--- src/dcp_cfg.svh ---
// constants for the direct channel parallel output port
// assumes a 20 MHz system clock; one computer cycle is eight phase slots
`ifndef DCP_CFG_SVH
`define DCP_CFG_SVH
`define DCP_CW 24
`define DCP_PH_W 3
`define DCP_PH_T0 3'h0
`define DCP_PH_T3 3'h3
`define DCP_PH_T4 3'h4
`define DCP_PH_T5 3'h5
`define DCP_PH_T6 3'h6
`define DCP_PH_T7 3'h7
`define DCP_STROBE_PH 3'h2
`define DCP_SEL_B1 1
`define DCP_SEL_B10 10
`define DCP_SEL_B17 17
`define DCP_C_RST 24'h000000
`endif

--- src/dcp_pkg.sv ---
// types for the direct channel parallel output port
// assumes dcp_cfg.svh is included by the design files
package dcp_pkg;
    typedef enum logic [2:0] {
        OP_IDLE, OP_OUT_WAIT, OP_IN_WAIT, OP_IN_DONE, OP_DIRECT, OP_SKIP
    } op_state_t;
    typedef enum logic [1:0] {
        MODE_IO, MODE_BUFFER, MODE_SYSTEM
    } direct_mode_t;
    typedef enum logic {
        SKIP_UNIT, SKIP_SYSTEM
    } skip_kind_t;
endpackage : dcp_pkg

--- src/dcp_port.sv ---
// computer-side parallel output and control port of the direct channel
// assumes the processor issues one instruction at a time via i_op_* pulses
`timescale 1ns/10ps
`include "dcp_cfg.svh"
module dcp_port
    import dcp_pkg::*;
(
    input wire logic i_clk,
    input wire logic i_rst,
    input wire logic i_op_pot,
    input wire logic i_op_pin,
    input wire logic i_op_direct,
    input wire logic i_op_skip,
    input wire direct_mode_t i_direct_mode,
    input wire skip_kind_t i_skip_kind,
    input wire logic [23:0] i_c_word,
    input wire logic i_companion_conn,
    input wire logic i_tape_gap,
    input wire logic i_start_button,
    input wire logic i_external_ready_n,
    input wire logic i_unit_skip_n,
    input wire logic i_system_skip_n,
    input wire logic [23:0] i_in_data_n,
    output logic o_busy,
    output logic o_done,
    output logic o_skip_next,
    output logic [23:0] o_c_reg_in,
    output logic o_pot_wait,
    output logic o_pot_strobe,
    output logic o_pin_strobe,
    output logic o_direct_io_mode_strobe,
    output logic o_direct_buffer_strobe,
    output logic o_direct_system_strobe,
    output logic o_direct_common_strobe,
    output logic o_phase_timing_a,
    output logic o_phase_timing_b,
    output logic o_phase_c_or_gap,
    output logic o_pin_terminated_n,
    output logic o_skip_test_strobe,
    output logic o_start_reset_out,
    output logic o_device_select,
    output logic [23:0] o_c_lines
);
    op_state_t state_q;
    op_state_t state_d;
    logic [2:0] phase_q;
    logic [23:0] c_q;
    logic skip_kind_sys_q;
    direct_mode_t mode_q;
    logic ready;
    logic unit_skip;
    logic sys_skip;
    logic skip_seen_q;
    logic skip_seen_d;
    wire strobe_slot = (phase_q == `DCP_STROBE_PH);
    wire in_out_wait = (state_q == OP_OUT_WAIT);
    wire in_in_wait = (state_q == OP_IN_WAIT);
    wire in_skip = (state_q == OP_SKIP);
    wire cycle_end = (phase_q == `DCP_PH_T7);
    // released only at cycle end so each wait cycle carries a full strobe
    wire release_wait = ready && cycle_end;
    wire skip_hit = skip_kind_sys_q ? sys_skip : unit_skip;

    // a skip issued past the strobe slot waits into the next cycle, so the
    // unit always gets its strobe before the response is taken
    assign skip_seen_d = in_skip && (skip_seen_q || strobe_slot);
    wire skip_end = in_skip && skip_seen_q && cycle_end;
    wire timing_a = (phase_q >= `DCP_PH_T5) || (phase_q == `DCP_PH_T0);
    wire timing_b = (phase_q >= `DCP_PH_T6) || (phase_q <= `DCP_PH_T3);
    wire timing_c = (phase_q == `DCP_PH_T7) || (phase_q <= `DCP_PH_T4);
    wire start_any = i_op_pot || i_op_pin || i_op_direct || i_op_skip;
    wire sel_decode = c_q[`DCP_SEL_B1] && c_q[`DCP_SEL_B17]
        && ~c_q[`DCP_SEL_B10];

    // next values of the registered outputs
    wire pot_wait_d = (state_d == OP_OUT_WAIT);
    wire pot_strobe_d = in_out_wait && strobe_slot;
    wire pin_strobe_d = in_in_wait && strobe_slot;
    wire direct_now = (state_q == OP_DIRECT);
    wire io_strobe_d = direct_now && (mode_q == MODE_IO);
    wire buffer_strobe_d = direct_now && (mode_q == MODE_BUFFER);
    wire system_strobe_d = direct_now && (mode_q == MODE_SYSTEM);
    wire skip_strobe_d = in_skip && strobe_slot;
    wire term_n_d = (state_q != OP_IN_DONE);
    wire busy_d = (state_d != OP_IDLE);
    wire done_d = (state_q != OP_IDLE) && (state_d == OP_IDLE);
    wire skip_next_d = skip_end && skip_hit;
    wire capture_in = in_in_wait && release_wait;
    // the plain connector passes the tape gap through, one clock late
    wire c_or_gap_d = i_companion_conn ? timing_c : i_tape_gap;

    sync_low u_ready (
        .i_clk(i_clk),
        .i_rst(i_rst),
        .i_pin_n(i_external_ready_n),
        .o_active(ready)
    );
    sync_low u_unit_skip (
        .i_clk(i_clk),
        .i_rst(i_rst),
        .i_pin_n(i_unit_skip_n),
        .o_active(unit_skip)
    );
    sync_low u_sys_skip (
        .i_clk(i_clk),
        .i_rst(i_rst),
        .i_pin_n(i_system_skip_n),
        .o_active(sys_skip)
    );

    always_comb begin
        state_d = state_q;
        case (state_q)
            OP_IDLE: begin
                if (i_op_pot) begin
                    state_d = OP_OUT_WAIT;
                end else if (i_op_pin) begin
                    state_d = OP_IN_WAIT;
                end else if (i_op_direct) begin
                    state_d = OP_DIRECT;
                end else if (i_op_skip) begin
                    state_d = OP_SKIP;
                end
            end
            OP_OUT_WAIT: begin
                if (release_wait) begin
                    state_d = OP_IDLE;
                end
            end
            OP_IN_WAIT: begin
                if (release_wait) begin
                    state_d = OP_IN_DONE;
                end
            end
            // response sampled late in the cycle so the unit sees the strobe
            OP_SKIP: begin
                if (skip_end) begin
                    state_d = OP_IDLE;
                end
            end
            default: begin
                state_d = OP_IDLE;
            end
        endcase
    end

    always_ff @(posedge i_clk or posedge i_rst) begin
        if (i_rst) begin
            state_q <= OP_IDLE;
            phase_q <= `DCP_PH_T0;
            skip_seen_q <= 1'b0;
        end else begin
            state_q <= state_d;
            phase_q <= phase_q + 3'h1;
            skip_seen_q <= skip_seen_d;
        end
    end

    // c lines only load when idle, so they hold through output wait
    always_ff @(posedge i_clk or posedge i_rst) begin
        if (i_rst) begin
            c_q <= `DCP_C_RST;
            mode_q <= MODE_IO;
            skip_kind_sys_q <= 1'b0;
        end else if (state_q == OP_IDLE && start_any) begin
            c_q <= i_c_word;
            mode_q <= i_direct_mode;
            skip_kind_sys_q <= (i_skip_kind == SKIP_SYSTEM);
        end
    end

    always_ff @(posedge i_clk or posedge i_rst) begin
        if (i_rst) begin
            o_pot_wait <= 1'b0;
            o_pot_strobe <= 1'b0;
            o_pin_strobe <= 1'b0;
            o_direct_io_mode_strobe <= 1'b0;
            o_direct_buffer_strobe <= 1'b0;
            o_direct_system_strobe <= 1'b0;
            o_direct_common_strobe <= 1'b0;
            o_skip_test_strobe <= 1'b0;
            o_pin_terminated_n <= 1'b1;
        end else begin
            o_pot_wait <= pot_wait_d;
            o_pot_strobe <= pot_strobe_d;
            o_pin_strobe <= pin_strobe_d;
            o_direct_common_strobe <= direct_now;
            o_direct_io_mode_strobe <= io_strobe_d;
            o_direct_buffer_strobe <= buffer_strobe_d;
            o_direct_system_strobe <= system_strobe_d;
            o_skip_test_strobe <= skip_strobe_d;
            o_pin_terminated_n <= term_n_d;
        end
    end

    always_ff @(posedge i_clk or posedge i_rst) begin
        if (i_rst) begin
            o_phase_timing_a <= 1'b0;
            o_phase_timing_b <= 1'b0;
            o_phase_c_or_gap <= 1'b0;
            o_start_reset_out <= 1'b0;
            o_device_select <= 1'b0;
            o_c_lines <= `DCP_C_RST;
            o_busy <= 1'b0;
            o_done <= 1'b0;
            o_skip_next <= 1'b0;
            o_c_reg_in <= `DCP_C_RST;
        end else begin
            o_phase_timing_a <= timing_a;
            o_phase_timing_b <= timing_b;
            o_phase_c_or_gap <= c_or_gap_d;
            o_start_reset_out <= i_start_button;
            o_device_select <= sel_decode;
            o_c_lines <= c_q;
            o_busy <= busy_d;
            o_done <= done_d;
            o_skip_next <= skip_next_d;
            if (capture_in) begin
                o_c_reg_in <= ~i_in_data_n;
            end
        end
    end
endmodule : dcp_port

--- src/sync_low.sv ---
// two-flop synchroniser for an active-low input, idle high after reset
// assumes the input is a level from outside the clock domain
`timescale 1ns/10ps
module sync_low (
    input wire logic i_clk,
    input wire logic i_rst,
    input wire logic i_pin_n,
    output logic o_active
);
    logic meta_q;
    logic stable_q;
    always_ff @(posedge i_clk or posedge i_rst) begin
        if (i_rst) begin
            meta_q <= 1'b1;
            stable_q <= 1'b1;
        end else begin
            meta_q <= i_pin_n;
            stable_q <= meta_q;
        end
    end
    assign o_active = ~stable_q;
endmodule : sync_low

--- config.mk ---
export PLATFORM = sky130hd
export DESIGN_NAME = dcp_port
export DESIGN_NICKNAME = d
export VERILOG_FILES = /design/src/dcp_pkg.sv /design/src/dcp_port.sv /design/src/sync_low.sv
export VERILOG_INCLUDE_DIRS = /design/src
export SDC_FILE = /design/constraint.sdc
export NUM_CORES = 1
export LEC_CHECK = 0
export ABC_AREA = 1
export ABC_CLOCK_PERIOD_IN_PS = 4600
export CORE_ASPECT_RATIO = 1.25
export CORE_MARGIN = 1.5
export CORE_UTILIZATION = 35
export CTS_CLUSTER_DIAMETER = 50
export DETAILED_ROUTE_END_ITERATION = 12
export DONT_BUFFER_PORTS = 1
export PLACE_DENSITY = 0.53
export SYNTH_ARGS = -nofsm -noshare
export SYNTH_HDL_FRONTEND = slang
export SYNTH_SLANG_ARGS = --single-unit
--- constraint.sdc ---
create_clock -name i_clk -period 4.6 [get_ports i_clk]
set_input_delay 0.69 -clock i_clk [delete_from_list [all_inputs] [get_ports i_clk]]
set_output_delay 0.69 -clock i_clk [all_outputs]
set_load 0.01 [all_outputs]
==> results of run 1 <==
-- synth_stat cells (all sizes together) --
library cell / n / area, µm²
inv: 43 / 161
nand3: 4 / 20.0
clkinv: 1 / 3.75
a21oi: 5 / 25.0
nor3: 6 / 30.0
nor4: 1 / 6.26
nor2: 18 / 77.6
dfrtp: 98 / 2450
o31ai: 1 / 21.3
clkbuf: 2 / 7.51
ha: 6 / 75.1
buf: 8 / 86.3
o21ai: 56 / 385
dfstp: 7 / 184
nand2: 68 / 260
-- kinds of logic after synthesis --
logic type	after synthesis	synth area share, %
DFF	105	69.4
and+or+nand+nor	97	10.4
AOI/OAI and AO/OA	62	11.4
buffers and inverters	54	6.82
adders and majority gates	6	1.98
-- power breakdown --
group | leakage [µW] | internal [µW] | switching, µW | total, µW
registers | 0.00123 | 1290 | 336 | 1630
logic | 0.000679 | 200 | 339 | 539
clock network | 0.000183 | 604 | 329 | 933
-- stage by stage --
stage | setup slack, ns | utilization (%) | instances | cell area, µm² | hold slack [ns]
global placement | 2.65 | 36.9 | 449 | 3890 | 0.348
CTS | 2.58 | 40.4 | 465 | 4270 | 0.328
detailed placement | 2.59 | 36.9 | 449 | 3890 | 0.349
global route | 2.28 | 40.4 | 465 | 4270 | 0.326
floorplan | 1.16 | - | 324 | 3800 | 0.345
finish | 2.60 | 40.4 | 465 | 4270 | 0.345
-- final cells by class --
type | instances | area share (%)
clock buffer | 10 | 5.60
clock inverter | 6 | 3.22
inverter | 44 | 3.93
multi-input combinational | 165 | 21.1
sequential | 105 | 61.8
tap | 132 | 3.87
timing repair buffer | 3 | 0.528
-- flip-flops by register name (all words and copies together) (netlist names), 2 cells and up --
| register | count |
|---|---|
| state_q | 3 |
| o_c_reg_in | 24 |
| phase_q | 3 |
| c_q | 24 |
| o_c_lines | 24 |
| mode_q | 2 |
-- worst paths after layout --
| path | cells after the start | slack, ns | to |
|---|---|---|---|
| setup / recovery | 10 | 2.60 | o_done$_DFF_PP0_ |
| hold / removal | 0 | 0.35 | u_ready.meta_q$_DFF_PP1_ |
| setup reg to reg | 10 | 2.60 | o_done$_DFF_PP0_ |
| hold reg to reg | 0 | 0.36 | u_sys_skip.stable_q$_DFF_PP1_ |
| max in group asynchronous | 2 | 3.18 | u_sys_skip.stable_q$_DFF_PP1_ |
| min in group asynchronous | 1 | 0.38 | c_q[16]$_DFFE_PP0P_ |
-- routing by layer --
layer  global-route usage [%]  routed length, µm
met5                        0                  0
met4                     6.89                195
met3                     6.26                640
met2                     19.9               3220
met1                     14.6               2740
==> results.toml, run 1 <==
[power]
p_total_uw = 3100
total_leakage_power_uw = 0.00209
max-vdd-ir-drop_uv = 258
powerDensity_nw_per_um2 = 727

[synth]
synthDistinctLibCells = 22
syn-num-nets = 393
yosysSeqAreaShare_pct = 69.4
synthesis.area_um2 = 3800
yosysWarnings = 0
syn-instance-count = 324
synth.ff_latch_count = 105
avgSynthCellArea_um2 = 11.7

[finish]
nets = 397
antenna_cells = 0
mostFrequentLayoutCells = "98 x dfrtp_1, 66 x nand2_1, 40 x inv_1, 28 x o21ai_2, 24 x o21ai_0"
layout.cells.most_common = "dfrtp_1"
n_fill_cell = 1032
seq_area_um2 = 2640
multi_input_area_um2 = 901
area_growth_pct = 12.5
final_layout_size_suffix_gt1_share_pct = 18.6

[worst_setup_path]
critPathBufInv = 2
cpPeakStageDelay_ns = 0.43
crit_fanout = 49
crit_start = "phase_q[1]$_DFF_PP0_"
critPathSlowestCell = "dfrtp_1"
cp.arrival_ns = 2.27
crit_type = "flip-flop to flip-flop"
cp-start-kind = "flip-flop"
critPathRequiredTime_ns = 4.87
path_cells = "ha_1 > ha_1 > inv_1 > nor2_1 > nand3_1 > buf_4 > nand2_1 > nor2_2 > nand2_1 > nor2_1"
crit_family = "simple AND/OR/NAND/NOR gates"
endpoint_kind = "flip-flop"
timing.rr.start = "phase_q[1]$_DFF_PP0_"

[hold_path]
holdCritStartpoint = "i_external_ready_n"
hold_path.class = "input pin to flip-flop"

[clocking]
clkSinkCount = 105
htree_levels = 3
cts-root-buf = "clkbuf_16"
cts.reportedPaths.clkPinSlew_ns = 0.07
cts_made_buffers = 9
clock_latency_ns = 0.34
post_cts_buffers = 0
hold_buffers = 0
cts_tree = "done"
post_cts_resized = 0
clk_path_buf_depth = 2

[placement]
dp.final_hpwl_um = 4640
port_buffers = 0
gp_congestion = 0.766

[detailed_routing]
dr.pass1.iters = 4
drc = 0
initialDrtViolationCount = 112
drt-vias-per-instance = 4.53
postRouteAntennaNets = 0
vias = 2106
drt-total-wl_um = 6800
wl_per_cell_um = 14.6

[sta]
period_share_pct = 43.4
worst_pin_slew_ns = 0.815
hold_viol = 0
finalCriticalPeriod_ns = 2.00
final_max_slew_viol_count = 0
worst_clock_skew_ns = 0.00511
setup_viol = 0
max_freq_ghz = 0.501
rsz0062_at_grt = "no"
fin_setup_tns_ns = 0
slew_headroom_pct = 45.6

[floorplanning]
core_area_um2 = 10600
io_pins = 128
die_height_um = 119
rows = 42
start_util_pct = 35.9
die_area_um2 = 11500
die_w_um = 96.2

[global_route]
grt.total_usage_pct = 13.0
grt_pass1_vias = 2218
antenna_found_initial = 0
grt_max_degree = 67
grt_pass1_wl_um = 11000
overflow = 0

[run]
max-cap-violations = 0

[outcome]
outcome = "completed"
No activity file was read; power rests on OpenSTA's default activity.
==> run 2, diff against run 1 <==
- ABC_AREA: 1 -> 0
- ABC_CLOCK_PERIOD_IN_PS: 4600 -> 2050
- clock period: 4.6 -> 2.05 ns (I/O delays scaled with it)
==> run 2 against run 1 <==
Against the previous run:
- the run now ends with negative hold slack left
- utilization up 1.0 points
- die area fell by 1.8%
- sequential share of layout area up 0.58 points
- routed wire length decreased by 4.3%
- critical endpoint is now c_q[19]$_DFFE_PP0P_
- largest power group unchanged
- highest routed layer unchanged
==> results.toml, run 2 <==
[outcome]
outcome = "complete, but fails checks"
violations = "negative hold slack"

[finish]
final_area_um2 = 4230
top_regs = "c_q: 24 flops, o_c_lines: 24 flops, o_c_reg_in: 24 flops"
antenna_cells = 0
layout.cells.most_common = "dfrtp_1"
mostFrequentLayoutCells = "98 x dfrtp_1, 30 x nand2_1, 24 x o21ai_0, 20 x mux2_4, 9 x clkbuf_16"
final_layout_size_suffix_gt1_share_pct = 20.8
n_fill_cell = 955
area_growth_pct = 13.5
fin_util_pct = 41.4
nets = 333

[worst_setup_path]
timing.rr.start = "state_q[1]$_DFF_PP0_"
crit_family = "flip-flops"
path_depth = 4
critPathSlowestCell = "dfrtp_1"
crit_fanout = 21
cp.arrival_ns = 1.96
crit_type = "flip-flop to flip-flop"
cpPeakStageDelay_ns = 0.46
critPathBufInv = 1
reg2regPathDepth = 4
reg2reg_slack_ns = 0.32
endpoint_kind = "flip-flop"
timing.rr.end = "c_q[19]$_DFFE_PP0P_"
critPathRequiredTime_ns = 2.28
cp-start-kind = "flip-flop"
path_cells = "nor3_4 > o41a_2 > buf_12 > mux2_2"

[synth]
synth_top_area_share_pct = 65.8
yosysWarnings = 0
synth.ff_latch_count = 105
syn-num-nets = 323
synth_fa_ha_area_share_pct = 2.01
synth-simple-area-share_pct = 8.59
synth_mux_area_share_pct = 10.2
synthFlopType = "dfrtp_1"
synthDistinctLibCells = 34
yosys-top-cells-area = "dfrtp_1 66%, mux2_4 8.1%, dfstp_2 4.9%, o21ai_0 3.2%, nand2_1 3.0%"
yosysSeqAreaShare_pct = 70.7
synthesis.area_um2 = 3730
synth_edf_count = 0
synth-xor-area-share_pct = 0
avgSynthCellArea_um2 = 14.7
async_flop_share_pct = 100
synth_common_cells = "98 x dfrtp_1, 30 x nand2_1, 24 x o21ai_0"
yosysTopAreaCell = "dfrtp_1"
syn-instance-count = 254
yosysMostFrequentCell = "dfrtp_1"
synth_compound_area_share_pct = 5.44
synth_top_family_by_area = "multiplexers"

[detailed_routing]
wl_per_cell_um = 16.3
drc = 0
dr.pass1.iters = 4
drt-vias-per-instance = 4.71
vias = 1875
initialDrtViolationCount = 86
drt-total-wl_um = 6500
postRouteAntennaNets = 0

[placement]
dp.final_hpwl_um = 4490
dpl_cell_area_um2 = 3880
port_buffers = 0
post-place-ws_ns = 0.318
gp_congestion = 0.726

[sta]
worst_clock_skew_ns = 0.00597
max_freq_ghz = 0.577
slew_headroom_pct = 64.1
hold_viol = 3
setup_viol = 0
whs_ns = -0.00843
finalCriticalPeriod_ns = 1.73
rsz0062_at_grt = "no"
fin_setup_tns_ns = 0
setup_ws_ns = 0.318
worst_pin_slew_ns = 0.538
period_share_pct = 84.5
final_max_slew_viol_count = 0

[hold_path]
hold_path.class = "input pin to asynchronous set/reset pin"

[clocking]
post_cts_buffers = 0
clkSinkCount = 105
cts.reportedPaths.clkPinSlew_ns = 0.07
clk_path_buf_depth = 2
cts-root-buf = "clkbuf_16"
htree_levels = 3
clock_latency_ns = 0.34
cts_made_buffers = 9
cts_tree = "done"

[floorplanning]
rows = 41
core_area_um2 = 10200
start_util_pct = 36.5
die_height_um = 118
io_pins = 128
die_area_um2 = 11300
die_w_um = 95.3

[global_route]
overflow = 0
grt_pass1_vias = 1865
grt_pass1_wl_um = 9980
grt_max_degree = 106
antenna_found_initial = 0
grt.total_usage_pct = 12.3

[power]
powerDensity_nw_per_um2 = 1530
total_leakage_power_uw = 0.00193
max-vdd-ir-drop_uv = 887
p_total_uw = 6470

[run]
max-cap-violations = 0
## run 2: cell count changes after synthesis, moves of 4 or more
cell     before  now
inv_1        41    8
o21ai_2      28    0
nor2_1       16    7
mux2_4        0   20
nand2_1      66   30
buf_6         7    1
nor3b_1       0    4
mux2_2        0    7
## run 2: repair_timing
| item | 4_1_cts | 5_1_grt |
|---|---|---|
| gates resized for setup | 0 | 0 |
| setup endpoints to repair | 0 | 0 |
| hold buffers | 4 | 0 |
| endpoints found under the hold margin | 4 | 0 |
## run 2: power by group
part / internal [µW] / switching, µW / leakage [µW] / total [µW]
combinational: 753 / 489 / 0.000591 / 1240
sequential: 2810 / 636 / 0.00119 / 3440
clock: 1070 / 710 / 0.000154 / 1780
## run 2: cell families (layout without fill, tap and decap cells)
kind of cell / count (synthesis) / in the layout
DFF: 105 / 105
AOI/OAI and AO/OA: 37 / 37
muxes: 27 / 27
buffers and inverters: 17 / 32
adders and majority gates: 6 / 6
and+or+nand+nor: 62 / 62
## run 2: layout make-up
| type | count | area [µm²] | share of cell area, % |
|---|---|---|---|
| Sequential cell | 105 | 2640 | 62.3 |
| Multi-Input combinational cell | 132 | 978 | 23.1 |
| Clock buffer | 11 | 233 | 5.50 |
| Tap cell | 129 | 161 | 3.82 |
| Timing Repair Buffer | 8 | 108 | 2.54 |
| Clock inverter | 5 | 78.8 | 1.86 |
| Inverter | 8 | 33.8 | 0.799 |
## run 2: metal layers
metal | vias to the layer above | GRT usage, % | routed length [µm]
met4 | 0 | 6.72 | 129
met2 | 79 | 19.0 | 3250
met3 | 12 | 5.41 | 628
li1 | 874 | - | -
met5 | - | 0 | 0
met1 | 910 | 14.0 | 2500
## run 2: worst max-delay path by stage
stage                              start               endpoint  slack (ns)
CTS                 state_q[1]$_DFF_PP0_    c_q[19]$_DFFE_PP0P_        0.31
floorplan                          i_rst     c_q[0]$_DFFE_PP0P_        0.49
detailed placement  state_q[1]$_DFF_PP0_    c_q[19]$_DFFE_PP0P_        0.32
global route        state_q[1]$_DFF_PP0_  mode_q[1]$_DFFE_PP0P_        0.18
finish              state_q[1]$_DFF_PP0_    c_q[19]$_DFFE_PP0P_        0.32
global placement    state_q[1]$_DFF_PP0_  mode_q[1]$_DFFE_PP0P_        0.34
## run 2: metrics by stage
stage	instances	hold WS (ns)
4_1_cts	398	0.0174
3_3_place_gp	378	0.312
6_report	398	-0.00843
3_5_place_dp	378	0.312
5_1_grt	398	0.0349
2_1_floorplan	254	0.312
==> run 3, diff against run 2 <==
- ABC_CLOCK_PERIOD_IN_PS: 2050 -> 1800
- clock period: 2.05 -> 1.8 ns (I/O delays scaled with it)
==> run 3 against run 2 <==
Against the previous run:
- largest cell class unchanged
- highest routed layer unchanged
- register-to-register slack worse by 0.14 ns
- the run now ends clean
- final area is 0.68% higher
- utilization is 0.28 points higher
==> results.toml, run 3 (synthesized netlist as in run 2, its figures left out) <==
[outcome]
outcome = "completed"

[finish]
mostFrequentLayoutCells = "98 x dfrtp_1, 30 x nand2_1, 24 x o21ai_0, 20 x mux2_4, 9 x clkbuf_16"
antenna_cells = 0
final_layout_size_suffix_gt1_share_pct = 22.1
area_growth_pct = 14.2
layout.cells.most_common = "dfrtp_1"
top_regs = "c_q: 24 flops, o_c_lines: 24 flops, o_c_reg_in: 24 flops"
nets = 337

[detailed_routing]
wl_met2_um = 3240
wl_met3_um = 632
wl_per_cell_um = 16.3
initialDrtViolationCount = 59
drt-vias-per-instance = 4.66
postRouteAntennaNets = 0
dr.max_layer_used = "met4"
dr.pass1.iters = 4
drc = 0
vias = 1864
drt-total-wl_um = 6520
met1Wirelength_um = 2520

[power]
powerDensity_nw_per_um2 = 1700
max-vdd-ir-drop_uv = 753
total_leakage_power_uw = 0.00193

[floorplanning]
die_w_um = 95.3
rows = 41
start_util_pct = 36.5
io_pins = 128
die_area_um2 = 11300
die_height_um = 118
core_area_um2 = 10200

[global_route]
grt_max_degree = 66
antenna_found_initial = 0
grt.total_usage_pct = 12.0
grt_pass1_vias = 1901
overflow = 0
grt_pass1_wl_um = 9900

[sta]
final_max_slew_viol_count = 0
setup_viol = 0
period_share_pct = 90.3
slew_headroom_pct = 75.9
fin_setup_tns_ns = 0
hold_viol = 0
worst_clock_skew_ns = 0.00774
rsz0062_at_grt = "no"
finalCriticalPeriod_ns = 1.63
max_freq_ghz = 0.615
setup_ws_ns = 0.174
worst_pin_slew_ns = 0.352

[clocking]
cts_tree = "done"
clock_latency_ns = 0.34
cts.reportedPaths.clkPinSlew_ns = 0.07
cts-root-buf = "clkbuf_16"
clk_path_buf_depth = 2
htree_levels = 3
cts_made_buffers = 9
clkSinkCount = 105

[placement]
dp.final_hpwl_um = 4580
port_buffers = 0
gp_congestion = 0.773
post-place-ws_ns = 0.148

[worst_setup_path]
crit_type = "flip-flop to flip-flop"
critPathRequiredTime_ns = 2.07
crit_fanout = 5
cp.arrival_ns = 1.89
cp-start-kind = "flip-flop"
endpoint_kind = "flip-flop"

[run]
max-cap-violations = 0

[hold_path]
hold_path.class = "input pin to flip-flop"
==> run 3: timing repair <==
item | CTS | global route
gates resized for setup | 0 | 2
hold buffers | 6 | 0
setup buffers | 0 | 0
endpoints found under the hold margin | 103 | 0
endpoints found under the setup margin | 0 | 3
==> run 3: final cells by class <==
type / count / area, µm²
clock inverter: 5 / 58.8
clock buffer: 9 / 225
fill: 945 / 5950
multi-input combinational: 132 / 987
timing repair buffer: 12 / 155
tap: 129 / 161
sequential: 105 / 2640
inverter: 8 / 33.8
==> run 3: report_power, final <==
part           total, µW  switching (µW)  internal (µW)
Combinational       1450             560            885
Sequential          3920             723           3200
Clock               1860             801           1060
Total               7230            2080           5140
==> run 3: routing by layer <==
layer | GRT usage [%] | vias to the layer above
met3 | 5.34 | 10
met1 | 13.1 | 894
met2 | 19.4 | 79
met5 | 0 | -
met4 | 6.06 | 0
li1 | - | 881
==> run 3: worst max-delay path, cell delays in order (launching register included) <==
cell,delay [ns]
dfrtp_1,0.40
ha_1,0.20
ha_2,0.22
nor4bb_2,0.28
a21oi_1,0.08
o21ai_0,0.17
and4_1,0.21
==> run 3: per-stage QoR <==
step	hold slack (ns)	cells	cell area [µm²]	power, µW	util [%]
3_3_place_gp	0.234	380	3910	5390	38.3
4_1_cts	0.00431	400	4250	7360	41.6
5_1_grt	0.00250	400	4260	7670	41.7
6_report	0.0264	400	4260	7230	41.7
3_5_place_dp	0.239	380	3910	5440	38.3
2_1_floorplan	0.274	254	3730	5130	-
==> run 3: worst paths after layout <==
path	from	to	slack (ns)	depth (start not counted)
hold / removal	i_in_data_n[8]	o_c_reg_in[8]$_DFFE_PP0P_	0.03	1
hold reg to reg	u_ready.meta_q$_DFF_PP1_	u_ready.stable_q$_DFF_PP1_	0.36	0
max in group asynchronous	i_rst	o_pin_terminated_n$_DFF_PP1_	0.94	3
min in group asynchronous	i_rst	c_q[21]$_DFFE_PP0P_	0.48	3
setup reg to reg	phase_q[1]$_DFF_PP0_	o_pot_wait$_DFF_PP0_	0.17	6
setup / recovery	phase_q[1]$_DFF_PP0_	o_pot_wait$_DFF_PP0_	0.17	6
